--- config.mk ---
export PLATFORM = sky130hd
export DESIGN_NAME = bmc_top
export DESIGN_NICKNAME = d
export VERILOG_FILES = /design/src/bmc_pkg.sv /design/src/bmc_ctl_if.sv /design/src/bmc_top.sv /design/src/bmc_datapath.sv
export SDC_FILE = /design/constraint.sdc
export NUM_CORES = 1
export LEC_CHECK = 0
export BUFFER_PORTS_ARGS = -buffer_cell sky130_fd_sc_hd__buf_2
export CAP_MARGIN = 20
export CORE_MARGIN = 2
export CORE_UTILIZATION = 58
export CTS_CLUSTER_SIZE = 30
export DETAILED_ROUTE_END_ITERATION = 7
export PLACE_DENSITY = 0.9
export SLEW_MARGIN = 40
export SYNTH_ARGS = -nofsm -noshare
export SYNTH_HDL_FRONTEND = slang
export SYNTH_HIERARCHICAL = 1
export SYNTH_SLANG_ARGS = --single-unit
--- constraint.sdc ---
create_clock -name CLOCK -period 2.02 [get_ports CLOCK]
set_input_delay 0.101 -clock CLOCK [delete_from_list [all_inputs] [get_ports CLOCK]]
set_output_delay 0.101 -clock CLOCK [all_outputs]
set_load 0.01 [all_outputs]
--- src/bmc_pkg.sv ---
// Constants shared by the upper basic mode control register, its management model and its bench.
// Assumes a single 250 MHz core clock and management pins sampled on it.
package bmc_pkg;

	// Management frame field values and register selection.
	localparam logic [4:0] REG_ADDR = 5'h00;
	localparam logic [5:0] PREAMBLE_LEN = 6'h20;
	localparam logic [1:0] OP_WRITE = 2'h1;
	localparam logic [1:0] OP_READ = 2'h2;
	localparam logic [3:0] LAST_DATA_BIT = 4'hf;
	localparam logic [3:0] LAST_ADDR_BIT = 4'h9;

	// Bit positions inside the 16-bit control word.
	localparam int BIT_RESET = 15;
	localparam int BIT_LOOPBACK = 14;
	localparam int BIT_SPEED = 13;
	localparam int BIT_AUTONEG = 12;
	localparam int BIT_POWERDOWN = 11;
	localparam int BIT_ISOLATE = 10;
	localparam int BIT_DUPLEX = 8;
	localparam int BIT_COLTEST = 7;

	// Values after hardware reset, before the straps are taken in.
	localparam logic RST_LOOPBACK = 1'b0;
	localparam logic RST_SPEED = 1'b1;
	localparam logic RST_AUTONEG = 1'b1;
	localparam logic RST_POWERDOWN = 1'b0;
	localparam logic RST_ISOLATE = 1'b0;
	localparam logic RST_DUPLEX = 1'b1;
	localparam logic RST_COLTEST = 1'b0;

	// Duration of the software-initiated reset of the physical layer.
	localparam int CLK_MHZ = 250;
	localparam int SOFT_RST_TIME_NS = 1000;
	localparam int SOFT_RST_CYCLES = (SOFT_RST_TIME_NS * CLK_MHZ + 999) / 1000;
	localparam logic [7:0] SOFT_RST_LOAD = 8'(SOFT_RST_CYCLES - 1);

	// Management frame states, Gray coded along the frame.
	typedef enum logic [2:0] {
		SMI_IDLE = 3'h0,
		SMI_START = 3'h1,
		SMI_OPCODE = 3'h3,
		SMI_ADDR = 3'h2,
		SMI_TURN = 3'h6,
		SMI_DATA = 3'h7
	} bmc_smi_state_t;

endpackage

--- src/bmc_ctl_if.sv ---
// Control levels passed from the register bank to the MII data path.
// Assumes both ends run on the same clock; all levels come from flip-flops.
`timescale 1ns/10ps
`default_nettype none
interface bmc_ctl_if;
	logic loopback;
	logic isolate;
	logic powerdown;
	logic core_rst;
	modport src (output loopback, output isolate, output powerdown, output core_rst);
	modport dp (input loopback, input isolate, input powerdown, input core_rst);
endinterface
`default_nettype wire

--- src/bmc_top.sv ---
// Upper half of the basic mode control register with its management slave.
// Assumes MDC, MDIO and strap pins are synchronous to CLOCK; MDIO is split
// into input, output and enable, the wire is resolved outside.
`timescale 1ns/10ps
`default_nettype none
module bmc_top #(
	parameter logic [4:0] PHY_ADDR = 5'h01,
	parameter int DATA_W = 4
) (
	input wire logic CLOCK,
	input wire logic SYS_RST,
	input wire logic MDC,
	input wire logic MDIO_IN,
	output logic MDIO_OUT,
	output logic MDIO_OE,
	input wire logic INTERRUPT_POWERDOWN_PIN_N,
	input wire logic STRAP_SPEED_100,
	input wire logic STRAP_AUTONEG,
	input wire logic STRAP_DUPLEX,
	input wire logic AN_SPEED_100,
	input wire logic AN_FULL_DUPLEX,
	output logic SPEED_100,
	output logic FULL_DUPLEX,
	output logic AUTONEG_EN,
	output logic POWER_DOWN,
	output logic COLLISION_TEST,
	output logic PHY_CORE_RST,
	input wire logic [DATA_W-1:0] MII_TXD,
	input wire logic MII_TX_EN,
	output logic [DATA_W-1:0] MII_RXD,
	output logic MII_RX_DV,
	output logic MII_RX_OE,
	input wire logic [DATA_W-1:0] LINE_RXD,
	input wire logic LINE_RX_DV,
	output logic [DATA_W-1:0] LINE_TXD,
	output logic LINE_TX_EN
);

	bmc_pkg::bmc_smi_state_t st_r;
	logic mdc_q_r;
	logic mdc_rise;
	logic [5:0] pre_r;
	logic [3:0] cnt_r;
	logic [15:0] sh_r;
	logic op_rd_r;
	logic op_wr_r;
	logic hit_r;
	logic wr_go;
	logic [15:0] wr_word;
	logic [15:0] rd_word;
	logic loop_r;
	logic speed_r;
	logic an_r;
	logic pd_r;
	logic iso_r;
	logic dup_r;
	logic coltest_r;
	logic busy_r;
	logic [7:0] rcnt_r;
	logic strap_ld_r;
	logic pin_req;
	bmc_ctl_if ctl ();

	// The pin is active low; a low level is a power-down request.
	assign pin_req = !INTERRUPT_POWERDOWN_PIN_N;

	// MDC is treated as a synchronous level, so one delayed copy finds its rise.
	always_ff @(posedge CLOCK or posedge SYS_RST) begin
		if (SYS_RST) begin
			mdc_q_r <= 1'b0;
		end else begin
			mdc_q_r <= MDC;
		end
	end

	assign mdc_rise = MDC && !mdc_q_r;

	// management stays alive
	// Frame decoder; one shift register serves both read-out and write-in.
	always_ff @(posedge CLOCK or posedge SYS_RST) begin
		if (SYS_RST) begin
			st_r <= bmc_pkg::SMI_IDLE;
			pre_r <= '0;
			cnt_r <= '0;
			sh_r <= '0;
			op_rd_r <= 1'b0;
			op_wr_r <= 1'b0;
			hit_r <= 1'b0;
			MDIO_OUT <= 1'b0;
			MDIO_OE <= 1'b0;
		end else if (mdc_rise) begin
			case (st_r)
				bmc_pkg::SMI_IDLE: begin
					if (MDIO_IN) begin
						if (pre_r != bmc_pkg::PREAMBLE_LEN) begin
							pre_r <= pre_r + 6'h01;
						end
					end else begin
						if (pre_r == bmc_pkg::PREAMBLE_LEN) begin
							st_r <= bmc_pkg::SMI_START;
						end
						pre_r <= '0;
					end
				end
				bmc_pkg::SMI_START: begin
					st_r <= MDIO_IN ? bmc_pkg::SMI_OPCODE : bmc_pkg::SMI_IDLE;
					cnt_r <= '0;
				end
				bmc_pkg::SMI_OPCODE: begin
					sh_r <= {sh_r[14:0], MDIO_IN};
					if (cnt_r == 4'h1) begin
						op_rd_r <= ({sh_r[0], MDIO_IN} == bmc_pkg::OP_READ);
						op_wr_r <= ({sh_r[0], MDIO_IN} == bmc_pkg::OP_WRITE);
						st_r <= bmc_pkg::SMI_ADDR;
						cnt_r <= '0;
					end else begin
						cnt_r <= cnt_r + 4'h1;
					end
				end
				bmc_pkg::SMI_ADDR: begin
					sh_r <= {sh_r[14:0], MDIO_IN};
					if (cnt_r == bmc_pkg::LAST_ADDR_BIT) begin
						hit_r <= ({sh_r[8:0], MDIO_IN} == {PHY_ADDR, bmc_pkg::REG_ADDR})
							&& (op_rd_r || op_wr_r);
						st_r <= bmc_pkg::SMI_TURN;
						cnt_r <= '0;
					end else begin
						cnt_r <= cnt_r + 4'h1;
					end
				end
				bmc_pkg::SMI_TURN: begin
					if (cnt_r == 4'h0) begin
						// Drive the second turnaround bit low on a read that hits us.
						MDIO_OE <= hit_r && op_rd_r;
						MDIO_OUT <= 1'b0;
						cnt_r <= 4'h1;
					end else begin
						MDIO_OUT <= hit_r && op_rd_r && rd_word[15];
						sh_r <= {rd_word[14:0], 1'b0};
						st_r <= bmc_pkg::SMI_DATA;
						cnt_r <= '0;
					end
				end
				bmc_pkg::SMI_DATA: begin
					sh_r <= {sh_r[14:0], MDIO_IN};
					if (cnt_r == bmc_pkg::LAST_DATA_BIT) begin
						MDIO_OE <= 1'b0;
						MDIO_OUT <= 1'b0;
						st_r <= bmc_pkg::SMI_IDLE;
						cnt_r <= '0;
					end else begin
						MDIO_OUT <= MDIO_OE && sh_r[15];
						cnt_r <= cnt_r + 4'h1;
					end
				end
				default: begin
					st_r <= bmc_pkg::SMI_IDLE;
					MDIO_OE <= 1'b0;
				end
			endcase
		end
	end

	// A write commits on the edge that samples its last data bit.
	always_comb begin
		wr_word = {sh_r[14:0], MDIO_IN};
		wr_go = mdc_rise && (st_r == bmc_pkg::SMI_DATA) && (cnt_r == bmc_pkg::LAST_DATA_BIT)
			&& op_wr_r && hit_r;
	end

	// reset bit readback
	// Bit 9 and bits 6 to 0 are not held here and read as zero.
	always_comb begin
		rd_word = '0;
		rd_word[bmc_pkg::BIT_RESET] = busy_r;
		rd_word[bmc_pkg::BIT_LOOPBACK] = loop_r;
		rd_word[bmc_pkg::BIT_SPEED] = speed_r;
		rd_word[bmc_pkg::BIT_AUTONEG] = an_r;
		rd_word[bmc_pkg::BIT_POWERDOWN] = pd_r;
		rd_word[bmc_pkg::BIT_ISOLATE] = iso_r;
		rd_word[bmc_pkg::BIT_DUPLEX] = dup_r;
		rd_word[bmc_pkg::BIT_COLTEST] = coltest_r;
	end

	// software reset sequence
	// Writes are refused while the reset runs, so the strap reload is not undone.
	always_ff @(posedge CLOCK or posedge SYS_RST) begin
		if (SYS_RST) begin
			busy_r <= 1'b0;
			rcnt_r <= '0;
		end else if (busy_r) begin
			if (rcnt_r != 8'h00) begin
				rcnt_r <= rcnt_r - 8'h01;
			end else begin
				busy_r <= 1'b0;
			end
		end else if (wr_go && wr_word[bmc_pkg::BIT_RESET]) begin
			busy_r <= 1'b1;
			rcnt_r <= bmc_pkg::SOFT_RST_LOAD;
		end
	end

	// strap capture at release
	// Straps are caught one edge after reset release, never under the reset itself.
	always_ff @(posedge CLOCK or posedge SYS_RST) begin
		if (SYS_RST) begin
			strap_ld_r <= 1'b1;
		end else begin
			strap_ld_r <= 1'b0;
		end
	end

	// strap relatch
	// Strap-defaulted fields reload at power-up and when a software reset ends.
	always_ff @(posedge CLOCK or posedge SYS_RST) begin
		if (SYS_RST) begin
			speed_r <= bmc_pkg::RST_SPEED;
			an_r <= bmc_pkg::RST_AUTONEG;
			dup_r <= bmc_pkg::RST_DUPLEX;
		end else if (strap_ld_r || (busy_r && rcnt_r == 8'h00)) begin
			speed_r <= STRAP_SPEED_100;
			an_r <= STRAP_AUTONEG;
			dup_r <= STRAP_DUPLEX;
		end else if (wr_go && !busy_r && !wr_word[bmc_pkg::BIT_RESET]) begin
			speed_r <= wr_word[bmc_pkg::BIT_SPEED];
			an_r <= wr_word[bmc_pkg::BIT_AUTONEG];
			dup_r <= wr_word[bmc_pkg::BIT_DUPLEX];
		end
	end

	// plain control bits
	// The software reset returns these to their reset values.
	always_ff @(posedge CLOCK or posedge SYS_RST) begin
		if (SYS_RST) begin
			loop_r <= bmc_pkg::RST_LOOPBACK;
			iso_r <= bmc_pkg::RST_ISOLATE;
			coltest_r <= bmc_pkg::RST_COLTEST;
		end else if (busy_r || (wr_go && wr_word[bmc_pkg::BIT_RESET])) begin
			loop_r <= bmc_pkg::RST_LOOPBACK;
			iso_r <= bmc_pkg::RST_ISOLATE;
			coltest_r <= bmc_pkg::RST_COLTEST;
		end else if (wr_go) begin
			loop_r <= wr_word[bmc_pkg::BIT_LOOPBACK];
			iso_r <= wr_word[bmc_pkg::BIT_ISOLATE];
			coltest_r <= wr_word[bmc_pkg::BIT_COLTEST];
		end
	end

	// pin sets bit
	// The pin wins over a write of zero in the same cycle, so no request is lost.
	always_ff @(posedge CLOCK or posedge SYS_RST) begin
		if (SYS_RST) begin
			pd_r <= bmc_pkg::RST_POWERDOWN;
		end else if (busy_r || (wr_go && wr_word[bmc_pkg::BIT_RESET])) begin
			pd_r <= pin_req;
		end else if (wr_go) begin
			pd_r <= wr_word[bmc_pkg::BIT_POWERDOWN] || pin_req;
		end else begin
			pd_r <= pd_r || pin_req;
		end
	end

	// manual speed and duplex
	// Negotiated results are used as given; the manual bits only count when off.
	always_ff @(posedge CLOCK or posedge SYS_RST) begin
		if (SYS_RST) begin
			SPEED_100 <= bmc_pkg::RST_SPEED;
			FULL_DUPLEX <= bmc_pkg::RST_DUPLEX;
			AUTONEG_EN <= bmc_pkg::RST_AUTONEG;
		end else begin
			SPEED_100 <= an_r ? AN_SPEED_100 : speed_r;
			FULL_DUPLEX <= an_r ? AN_FULL_DUPLEX : dup_r;
			AUTONEG_EN <= an_r;
		end
	end

	always_ff @(posedge CLOCK or posedge SYS_RST) begin
		if (SYS_RST) begin
			POWER_DOWN <= 1'b0;
			PHY_CORE_RST <= 1'b0;
			COLLISION_TEST <= 1'b0;
		end else begin
			POWER_DOWN <= pd_r || pin_req;
			PHY_CORE_RST <= busy_r;
			COLLISION_TEST <= coltest_r && !pd_r && !busy_r;
		end
	end

	// minimal logic in power-down
	// The data path and the collision test output are gated; the register bank and frame decoder keep running.
	assign ctl.loopback = loop_r;
	assign ctl.isolate = iso_r;
	assign ctl.powerdown = POWER_DOWN;
	assign ctl.core_rst = PHY_CORE_RST;

	bmc_datapath #(
		.DATA_W(DATA_W)
	) u_datapath (
		.clk(CLOCK),
		.rst(SYS_RST),
		.ctl(ctl),
		.mii_txd(MII_TXD),
		.mii_tx_en(MII_TX_EN),
		.line_rxd(LINE_RXD),
		.line_rx_dv(LINE_RX_DV),
		.mii_rxd(MII_RXD),
		.mii_rx_dv(MII_RX_DV),
		.mii_rx_oe(MII_RX_OE),
		.line_txd(LINE_TXD),
		.line_tx_en(LINE_TX_EN)
	);

	reset_self_clear_a: assert property (@(posedge CLOCK) disable iff (SYS_RST) $rose(busy_r) |-> ##249 busy_r ##1 !busy_r) else $error("software reset length wrong");

	reset_reads_one_a: assert property (@(posedge CLOCK) disable iff (SYS_RST) (busy_r == rd_word[15]) && (busy_r == PHY_CORE_RST || $changed(busy_r))) else $error("reset bit readback wrong");

	strap_relatch_a: assert property (@(posedge CLOCK) disable iff (SYS_RST) $fell(busy_r) |-> (speed_r == $past(STRAP_SPEED_100) && an_r == $past(STRAP_AUTONEG) && dup_r == $past(STRAP_DUPLEX))) else $error("straps not relatched");

	manual_speed_a: assert property (@(posedge CLOCK) disable iff (SYS_RST) !an_r |=> (SPEED_100 == $past(speed_r) && FULL_DUPLEX == $past(dup_r))) else $error("manual speed or duplex not applied");

	autoneg_ignore_a: assert property (@(posedge CLOCK) disable iff (SYS_RST) an_r |=> (SPEED_100 == $past(AN_SPEED_100) && FULL_DUPLEX == $past(AN_FULL_DUPLEX))) else $error("manual bits used under autoneg");

	powerdown_or_a: assert property (@(posedge CLOCK) disable iff (SYS_RST) (pd_r || pin_req) |=> POWER_DOWN) else $error("power down request lost");

	pin_sets_bit_a: assert property (@(posedge CLOCK) disable iff (SYS_RST) pin_req |=> pd_r) else $error("pin did not set power down bit");

	reset_clears_bits_a: assert property (@(posedge CLOCK) disable iff (SYS_RST) $rose(busy_r) |=> (!loop_r && !iso_r && pd_r == $past(pin_req))) else $error("control bits not cleared by reset");

	write_applies_a: assert property (@(posedge CLOCK) disable iff (SYS_RST) (wr_go && !busy_r && !wr_word[15]) |=> (loop_r == $past(wr_word[14]) && iso_r == $past(wr_word[10]))) else $error("register write not applied");

endmodule
`default_nettype wire

--- src/bmc_datapath.sv ---
// MII data path: loopback, isolation and power-down gating of the nibble streams.
// Assumes MII and line-side inputs are synchronous to the core clock.
`timescale 1ns/10ps
`default_nettype none
module bmc_datapath #(
	parameter int DATA_W = 4
) (
	input wire logic clk,
	input wire logic rst,
	bmc_ctl_if.dp ctl,
	input wire logic [DATA_W-1:0] mii_txd,
	input wire logic mii_tx_en,
	input wire logic [DATA_W-1:0] line_rxd,
	input wire logic line_rx_dv,
	output logic [DATA_W-1:0] mii_rxd,
	output logic mii_rx_dv,
	output logic mii_rx_oe,
	output logic [DATA_W-1:0] line_txd,
	output logic line_tx_en
);

	logic active;

	// Nothing moves while the core is in reset or powered down.
	assign active = !ctl.core_rst && !ctl.powerdown;

	// isolation enable
	// The receive outputs float while isolated so another port can share the MII.
	always_ff @(posedge clk or posedge rst) begin
		if (rst) begin
			mii_rx_oe <= 1'b0;
		end else begin
			mii_rx_oe <= !ctl.isolate;
		end
	end

	// loopback routing
	// Loopback keeps the line transmitter quiet so no frame leaks to the cable.
	always_ff @(posedge clk or posedge rst) begin
		if (rst) begin
			mii_rxd <= '0;
			mii_rx_dv <= 1'b0;
			line_txd <= '0;
			line_tx_en <= 1'b0;
		end else if (!active || ctl.isolate) begin
			mii_rxd <= '0;
			mii_rx_dv <= 1'b0;
			line_txd <= '0;
			line_tx_en <= 1'b0;
		end else if (ctl.loopback) begin
			mii_rxd <= mii_txd;
			mii_rx_dv <= mii_tx_en;
			line_txd <= '0;
			line_tx_en <= 1'b0;
		end else begin
			mii_rxd <= line_rxd;
			mii_rx_dv <= line_rx_dv;
			line_txd <= mii_txd;
			line_tx_en <= mii_tx_en;
		end
	end

	loopback_path_a: assert property (@(posedge clk) disable iff (rst) (ctl.loopback && !ctl.isolate && active) |=> (mii_rxd == $past(mii_txd) && !line_tx_en)) else $error("loopback data not returned");

	isolate_hiz_a: assert property (@(posedge clk) disable iff (rst) ctl.isolate |=> (!mii_rx_oe && !line_tx_en && !mii_rx_dv)) else $error("isolated port still drives");

	powerdown_quiet_a: assert property (@(posedge clk) disable iff (rst) ctl.powerdown |=> (!line_tx_en && !mii_rx_dv)) else $error("data moves in power down");

endmodule
`default_nettype wire

==> results of run 1 <==
-- worst max-delay path, delay by kind of cell (launching register included) --
kind	cells	cell delay (ns)
DFF	1	0.60
and+or+nand+nor	2	0.74
AOI/OAI and AO/OA	2	0.46
-- area by class of cell --
cell class              instances  area, µm²
clock buffers                  12        145
fillers                       383       1560
clock inverters                 4       72.6
repair buffers                 60        388
inverters                      18       67.6
flip-flops and latches         69       1740
multi-input cells             212       1510
well taps                      72       90.1
-- worst max path at each step --
stage / startpoint / to / slack, ns / cells past startpoint
6_report: st_r[0]$_DFFE_PP0P_ / rcnt_r[7]$_DFFE_PP0P_ / 0.14 / 4
5_1_grt: st_r[0]$_DFFE_PP0P_ / pd_r$_DFF_PP0_ / 0.02 / 4
4_1_cts: st_r[0]$_DFFE_PP0P_ / rcnt_r[7]$_DFFE_PP0P_ / 0.15 / 4
3_5_place_dp: st_r[0]$_DFFE_PP0P_ / rcnt_r[7]$_DFFE_PP0P_ / 0.20 / 4
3_3_place_gp: st_r[0]$_DFFE_PP0P_ / rcnt_r[0]$_DFFE_PP0P_ / 0.31 / 4
2_1_floorplan: cnt_r[0]$_DFFE_PP0P_ / sh_r[14]$_DFFE_PP0P_ / 0.39 / 6
-- sequential cells by signal (all words and copies together), names as in the netlist, 3 cells and up --
name	flops
pre_r	6
u_datapath/line_txd	4
sh_r	16
u_datapath/mii_rxd	4
cnt_r	4
rcnt_r	8
st_r	3
-- per-stage QoR --
step,util [%],cells
after floorplan,-,312
after global placement,65.7,418
after detailed placement,65.7,418
after CTS,71.9,447
after global routing,71.9,447
final,71.9,447
-- cell usage after synthesis (4+ instances only) --
cell / number
sky130_fd_sc_hd__a21oi_1: 12
sky130_fd_sc_hd__a22o_1: 10
sky130_fd_sc_hd__a2bb2oi_1: 4
sky130_fd_sc_hd__a31oi_1: 4
sky130_fd_sc_hd__and2_1: 6
sky130_fd_sc_hd__buf_2: 6
sky130_fd_sc_hd__clkbuf_1: 4
sky130_fd_sc_hd__dfrtp_1: 62
sky130_fd_sc_hd__dfstp_2: 7
sky130_fd_sc_hd__ha_1: 7
sky130_fd_sc_hd__inv_1: 17
sky130_fd_sc_hd__mux2_2: 5
sky130_fd_sc_hd__mux2i_1: 17
sky130_fd_sc_hd__nand2_1: 22
sky130_fd_sc_hd__nand2b_1: 6
sky130_fd_sc_hd__nand3_1: 16
sky130_fd_sc_hd__nor2_1: 17
sky130_fd_sc_hd__nor2b_1: 7
sky130_fd_sc_hd__o21ai_0: 17
sky130_fd_sc_hd__o31ai_1: 4
sky130_fd_sc_hd__or3_1: 4
-- routing by layer --
metal / up-vias / global-route usage, % / routed length (µm)
met1: 1307 / 30.6 / 3030
met2: 105 / 43.4 / 3720
met4: 0 / 12.5 / 144
met3: 16 / 4.27 / 441
met5: - / 0 / 0
li1: 1240 / - / -
-- cells by family (layout without fill, tap and decap cells) --
family	Yosys count	after routing	share of synthesized area, %
AND/OR/NAND/NOR	102	102	17.3
AO/OA/AOI/OAI	76	76	16.9
flip-flops	69	69	51.3
buffers and inverters	31	94	4.00
multiplexers	22	22	6.70
adder cells (fa/ha/maj)	7	7	2.59
XOR/XNOR	4	4	1.04
other	1	1	0.111
-- power by group --
group | switching (W) | internal, W
clock | 0.000516 | 0.000728
combinational | 0.000662 | 0.000542
sequential | 0.000306 | 0.00165
==> impl_metrics.xml, run 1 <==
<?xml version="1.0" encoding="UTF-8"?>
<metrics>
  <group name="run_status">
    <metric name="result_of_the_run" unit="">finished, final reports clean</metric>
  </group>
  <group name="power_and_ir_drop">
    <metric name="vdd_ir_drop_max" unit="mV">0.903</metric>
    <metric name="leakage" unit="nW">1.82</metric>
    <metric name="power_density" unit="nW/µm²">1100</metric>
    <metric name="total_power" unit="W">0.00440</metric>
  </group>
  <group name="synthesis">
    <metric name="count_of_flip_flops_with_a_built_in_enable_after_synthesis" unit="">0</metric>
    <metric name="yosys_most_used_dff" unit="">sky130_fd_sc_hd__dfrtp_1</metric>
    <metric name="synth_cells" unit="">312</metric>
    <metric name="register_area_share_after_synthesis" unit="%">51.3</metric>
    <metric name="netlist.area_leader.share" unit="%">45.9</metric>
    <metric name="syn-cell-area" unit="µm²">3380</metric>
    <metric name="yosysTopAreaCell" unit="">sky130_fd_sc_hd__dfrtp_1</metric>
    <metric name="cell_types_with_the_largest_area_share_after_synthesis" unit="">sky130_fd_sc_hd__dfrtp_1, sky130_fd_sc_hd__dfstp_2, sky130_fd_sc_hd__mux2i_1, sky130_fd_sc_hd__a22o_1, sky130_fd_sc_hd__ha_1</metric>
    <metric name="yosysUniqueCellTypes" unit="">61</metric>
    <metric name="ys.warnings.count" unit="">6</metric>
    <metric name="synth_seq_cells" unit="">69</metric>
    <metric name="synth.net_count" unit="">339</metric>
    <metric name="async_flop_share" unit="%">100</metric>
    <metric name="syn-mean-instance-area" unit="µm²">10.8</metric>
  </group>
  <group name="critical_path">
    <metric name="minimum_setup_slack_among_reg_to_reg_paths" unit="ns">0.14</metric>
    <metric name="worst_r2r_startpoint" unit="">st_r[0]$_DFFE_PP0P_</metric>
    <metric name="critical_path_class" unit="">reg -&gt; reg</metric>
    <metric name="critical_path_arrival" unit="ns">2.15</metric>
    <metric name="setup.worst_path.end_class" unit="">flop</metric>
    <metric name="timing.critical_path.slowest_stage_cell" unit="">sky130_fd_sc_hd__dfrtp_1</metric>
    <metric name="timing.critical_path.cells" unit="">nand3_2, or3_4, o21ai_4, a2bb2oi_1</metric>
    <metric name="max_stage_delay" unit="ns">0.60</metric>
    <metric name="start_kind" unit="">flop</metric>
    <metric name="cp_data_required_time" unit="ns">2.29</metric>
    <metric name="crit_fanout" unit="">12</metric>
    <metric name="r2r.worst_path.cells" unit="">4</metric>
    <metric name="timing.rr.end" unit="">rcnt_r[7]$_DFFE_PP0P_</metric>
  </group>
  <group name="routing">
    <metric name="drc" unit="">0</metric>
    <metric name="detail_route.vias_per_cell" unit="">5.97</metric>
    <metric name="vias" unit="">2668</metric>
    <metric name="detail_route.wirelength" unit="µm">7340</metric>
    <metric name="routed_wire_length_per_instance" unit="µm">16.4</metric>
    <metric name="detailedRoute.firstIterationViolations" unit="">262</metric>
    <metric name="antenna_left" unit="">0</metric>
    <metric name="drt-pass1-iter-count" unit="">5</metric>
  </group>
  <group name="sta">
    <metric name="setup-tns-final" unit="ns">0</metric>
    <metric name="hold_slack" unit="ns">0.0124</metric>
    <metric name="fmaxAchievable" unit="GHz">0.532</metric>
    <metric name="final_min_period_over_clock_period" unit="%">93.1</metric>
    <metric name="timing.final.hold_violations" unit="">0</metric>
    <metric name="clock_skew" unit="ns">0.00988</metric>
    <metric name="layout_min_cycle_time" unit="ns">1.88</metric>
    <metric name="timing_max_transition_violations_final" unit="">0</metric>
    <metric name="final.setup.worst_slack" unit="ns">0.139</metric>
    <metric name="setup_viol" unit="">0</metric>
    <metric name="rsz0062_at_grt" unit="">false</metric>
    <metric name="worst_pin_slew" unit="ns">0.612</metric>
    <metric name="slew_headroom" unit="%">59.1</metric>
  </group>
  <group name="floorplan">
    <metric name="floorplan.die.width" unit="µm">80.4</metric>
    <metric name="start_util" unit="%">60.7</metric>
    <metric name="area_of_the_die" unit="µm²">6460</metric>
    <metric name="coreArea" unit="µm²">5570</metric>
    <metric name="row_count" unit="">27</metric>
    <metric name="num_io_pins" unit="">39</metric>
    <metric name="die_h" unit="µm">80.4</metric>
  </group>
  <group name="final_layout">
    <metric name="fin_area" unit="µm²">4010</metric>
    <metric name="mostFrequentLayoutCells" unit="">sky130_fd_sc_hd__dfrtp_1, sky130_fd_sc_hd__buf_2, sky130_fd_sc_hd__nand2_1</metric>
    <metric name="final_common_cell" unit="">sky130_fd_sc_hd__dfrtp_1</metric>
    <metric name="antennaDiodeCount" unit="">0</metric>
    <metric name="post_route_cells_drive_above_1_share" unit="%">24.0</metric>
    <metric name="final_nets" unit="">397</metric>
    <metric name="flow.area_growth_from_synthesis" unit="%">18.6</metric>
  </group>
  <group name="global_routing">
    <metric name="global_route_total_usage_across_every_layer" unit="%">25.2</metric>
    <metric name="grt_start_max_net_pins" unit="">31</metric>
    <metric name="gr-total-overflow" unit="">0</metric>
    <metric name="grt_pass1_wl" unit="µm">12400</metric>
    <metric name="initial_antenna_violation_count" unit="">0</metric>
    <metric name="grt_pass1_vias" unit="">2763</metric>
  </group>
  <group name="hold_path">
    <metric name="worstHoldPathCells" unit="">3</metric>
    <metric name="holdCritPathClass" unit="">in -&gt; reg</metric>
    <metric name="worstHoldEndpoint" unit="">u_datapath/mii_rxd[3]$_DFF_PP0_</metric>
    <metric name="timing.hold.worst.start" unit="">LINE_RXD[3]</metric>
  </group>
  <group name="place">
    <metric name="place_worst_setup_slack" unit="ns">0.205</metric>
    <metric name="dpl_cell_area" unit="µm²">3660</metric>
    <metric name="place.port_buffers" unit="">38</metric>
    <metric name="dp.final_hpwl" unit="µm">5100</metric>
    <metric name="gpl.final_weighted_congestion" unit="">0.873</metric>
  </group>
  <group name="cts">
    <metric name="cts_resized" unit="">0</metric>
    <metric name="numCtsBuffers" unit="">9</metric>
    <metric name="post_cts_hold_fix_bufs" unit="">13</metric>
    <metric name="tritoncts" unit="">built</metric>
    <metric name="path_clk_slew" unit="ns">0.07</metric>
    <metric name="worst_skew_pair.late_latency" unit="ns">0.35</metric>
    <metric name="tritoncts_num_sinks" unit="">69</metric>
    <metric name="post-cts-setup-buffers" unit="">0</metric>
    <metric name="cts.htree.levels" unit="">3</metric>
    <metric name="clock_path_buffers" unit="">2</metric>
    <metric name="cts.root.buffer_cell" unit="">sky130_fd_sc_hd__clkbuf_8</metric>
  </group>
  <group name="job">
    <metric name="cap_violations" unit="">0</metric>
  </group>
</metrics>
(Power assumes the default switching activity.)
==> run 2: changes to the inputs <==
- PLACE_DENSITY: 0.9 -> 0.79
==> run 2 against run 1 <==
- cell count fell by 0.22%
- critical endpoint is now sh_r[11]$_DFFE_PP0P_
- register-to-register slack improved by 0.09 ns
- fmax rose by 4.8%
- critical path type unchanged
- worst setup slack improved by 0.086 ns
- first-iteration DRC count fell by 35%
- utilization fell by 0.67 points
- non-clock buffer count fell by 1
- largest power group unchanged
- wire length fell by 6.0%
==> impl_metrics.xml, run 2 (synthesis results as in run 1) <==
<?xml version="1.0" encoding="UTF-8"?>
<metrics>
  <group name="hold_path">
    <metric name="holdCritPathClass" unit="">in -&gt; reg</metric>
  </group>
  <group name="critical_path">
    <metric name="critical_path_arrival" unit="ns">2.00</metric>
    <metric name="crit_fanout" unit="">23</metric>
    <metric name="start_kind" unit="">flop</metric>
    <metric name="setup.worst_path.end_class" unit="">flop</metric>
    <metric name="critical_path_class" unit="">reg -&gt; reg</metric>
    <metric name="cp_data_required_time" unit="ns">2.23</metric>
  </group>
  <group name="routing">
    <metric name="detailedRoute.firstIterationViolations" unit="">169</metric>
    <metric name="vias" unit="">2580</metric>
    <metric name="detail_route.vias_per_cell" unit="">5.78</metric>
    <metric name="drt-pass1-iter-count" unit="">4</metric>
    <metric name="detail_route.wirelength" unit="µm">6900</metric>
    <metric name="drc" unit="">0</metric>
    <metric name="antenna_left" unit="">0</metric>
    <metric name="routed_wire_length_per_instance" unit="µm">15.5</metric>
  </group>
  <group name="sta">
    <metric name="timing_max_transition_violations_final" unit="">0</metric>
    <metric name="setup-tns-final" unit="ns">0</metric>
    <metric name="setup_viol" unit="">0</metric>
    <metric name="layout_min_cycle_time" unit="ns">1.79</metric>
    <metric name="clock_skew" unit="ns">0.00577</metric>
    <metric name="timing.final.hold_violations" unit="">0</metric>
    <metric name="rsz0062_at_grt" unit="">false</metric>
    <metric name="final.setup.worst_slack" unit="ns">0.226</metric>
    <metric name="final_min_period_over_clock_period" unit="%">88.8</metric>
    <metric name="slew_headroom" unit="%">65.9</metric>
    <metric name="fmaxAchievable" unit="GHz">0.557</metric>
    <metric name="worst_pin_slew" unit="ns">0.508</metric>
  </group>
  <group name="power_and_ir_drop">
    <metric name="leakage" unit="nW">1.80</metric>
    <metric name="share_seq_of_total_power" unit="%">46.7</metric>
    <metric name="vdd_ir_drop_max" unit="mV">0.907</metric>
    <metric name="sw_frac_of_total" unit="%">33.5</metric>
    <metric name="power_report.internal_total" unit="W">0.00279</metric>
    <metric name="clkPwrFrac" unit="%">25.7</metric>
    <metric name="netSwitchingPower" unit="W">0.00141</metric>
    <metric name="comb_power_share" unit="%">27.6</metric>
    <metric name="power_density" unit="nW/µm²">1060</metric>
  </group>
  <group name="floorplan">
    <metric name="start_util" unit="%">60.7</metric>
    <metric name="coreArea" unit="µm²">5570</metric>
    <metric name="num_io_pins" unit="">39</metric>
    <metric name="area_of_the_die" unit="µm²">6460</metric>
    <metric name="die_h" unit="µm">80.4</metric>
    <metric name="row_count" unit="">27</metric>
    <metric name="floorplan.die.width" unit="µm">80.4</metric>
  </group>
  <group name="place">
    <metric name="dpl_cell_area" unit="µm²">3670</metric>
    <metric name="place.port_buffers" unit="">38</metric>
    <metric name="place_worst_setup_slack" unit="ns">0.229</metric>
    <metric name="dp.final_hpwl" unit="µm">4890</metric>
    <metric name="gpl.final_weighted_congestion" unit="">0.856</metric>
  </group>
  <group name="cts">
    <metric name="tritoncts_num_sinks" unit="">69</metric>
    <metric name="cts.root.buffer_cell" unit="">sky130_fd_sc_hd__clkbuf_8</metric>
    <metric name="worst_skew_pair.late_latency" unit="ns">0.33</metric>
    <metric name="tritoncts" unit="">built</metric>
    <metric name="numCtsBuffers" unit="">9</metric>
    <metric name="clock_path_buffers" unit="">2</metric>
    <metric name="cts.htree.levels" unit="">3</metric>
    <metric name="cts_resized" unit="">0</metric>
    <metric name="path_clk_slew" unit="ns">0.07</metric>
  </group>
  <group name="final_layout">
    <metric name="fin_area" unit="µm²">3970</metric>
    <metric name="final_nets" unit="">396</metric>
    <metric name="regMostFlops" unit="">sh_r</metric>
    <metric name="mostFrequentLayoutCells" unit="">sky130_fd_sc_hd__dfrtp_1, sky130_fd_sc_hd__buf_2, sky130_fd_sc_hd__nand2_1</metric>
    <metric name="antennaDiodeCount" unit="">0</metric>
    <metric name="flow.area_growth_from_synthesis" unit="%">17.5</metric>
    <metric name="largest_register_ff_count" unit="">16</metric>
    <metric name="final_common_cell" unit="">sky130_fd_sc_hd__dfrtp_1</metric>
    <metric name="layout.core_utilization" unit="%">71.3</metric>
    <metric name="post_route_cells_drive_above_1_share" unit="%">24.3</metric>
    <metric name="largestRegisters" unit="">sh_r: 16 flops, rcnt_r: 8 flops, pre_r: 6 flops</metric>
  </group>
  <group name="global_routing">
    <metric name="global_route_total_usage_across_every_layer" unit="%">24.1</metric>
    <metric name="gr-total-overflow" unit="">0</metric>
    <metric name="grt_start_max_net_pins" unit="">26</metric>
    <metric name="grt_pass1_wl" unit="µm">11900</metric>
    <metric name="initial_antenna_violation_count" unit="">0</metric>
    <metric name="grt_pass1_vias" unit="">2557</metric>
  </group>
  <group name="job">
    <metric name="cap_violations" unit="">0</metric>
  </group>
  <group name="run_status">
    <metric name="result_of_the_run" unit="">finished, final reports clean</metric>
  </group>
</metrics>
[run 2: cell count changes in the layout (fill, tap and decap cells not counted)]
cell / delta
sky130_fd_sc_hd__bufinv_16: -1
sky130_fd_sc_hd__buf_4: +1
sky130_fd_sc_hd__dlygate4sd3_1: -2
sky130_fd_sc_hd__clkinv_2: +1
[run 2: final timing paths]
check,from,endpoint,slack (ns),cells past startpoint
setup / recovery,cnt_r[0]$_DFFE_PP0P_,sh_r[11]$_DFFE_PP0P_,0.23,6
hold / removal,LINE_RXD[3],u_datapath/mii_rxd[3]$_DFF_PP0_,0.01,3
setup reg to reg,cnt_r[0]$_DFFE_PP0P_,sh_r[11]$_DFFE_PP0P_,0.23,6
hold reg to reg,an_r$_DFFE_PP1P_,AUTONEG_EN$_DFF_PP1_,0.41,0
max in group asynchronous,SYS_RST,cnt_r[0]$_DFFE_PP0P_,1.00,4
min in group asynchronous,SYS_RST,u_datapath/mii_rx_oe$_DFF_PP0_,0.32,3
[run 2: final cells by class]
cell class | count | area, µm²
multi-input cells | 212 | 1510
flip-flops and latches | 69 | 1740
fillers | 393 | 1600
repair buffers | 59 | 375
clock inverters | 4 | 47.5
clock buffers | 12 | 145
inverters | 18 | 67.6
well taps | 72 | 90.1
[run 2: critical path, cell delays in order (launching register included)]
cell,delay [ns]
sky130_fd_sc_hd__dfrtp_1,0.43
sky130_fd_sc_hd__inv_1,0.10
sky130_fd_sc_hd__ha_1,0.17
sky130_fd_sc_hd__or3b_4,0.40
sky130_fd_sc_hd__o31ai_4,0.16
sky130_fd_sc_hd__buf_4,0.27
sky130_fd_sc_hd__o21ai_0,0.13
[run 2: power groups by stage]
stage	sequential, W	combinational, W	clock (W)
2_1_floorplan	0.00187	0.000925	0
3_3_place_gp	0.00197	0.00110	0
3_5_place_dp	0.00198	0.00114	0
4_1_cts	0.00196	0.00116	0.00111
5_1_grt	0.00200	0.00130	0.00117
6_report	0.00196	0.00116	0.00108
[run 2: metal layers]
metal	GRT usage [%]	share of wire, %
met1	30.2	42
met2	41.2	51
met3	6.74	5.0
met4	6.10	1.4
met5	0	0
[run 2: metrics by stage]
stage / hold slack, ns / power [W] / std cells
floorplan: -0.0466 / 0.00279 / 312
finish: 0.0138 / 0.00420 / 446
global route: 0.0182 / 0.00448 / 446
global placement: 0.108 / 0.00307 / 419
CTS: 0.000992 / 0.00423 / 446
detailed placement: 0.121 / 0.00312 / 419
[run 2: repair_timing]
item                      in CTS  in global routing
hold buffers                  11                  0
setup buffers                  0                  0
hold endpoints to repair      39                  0
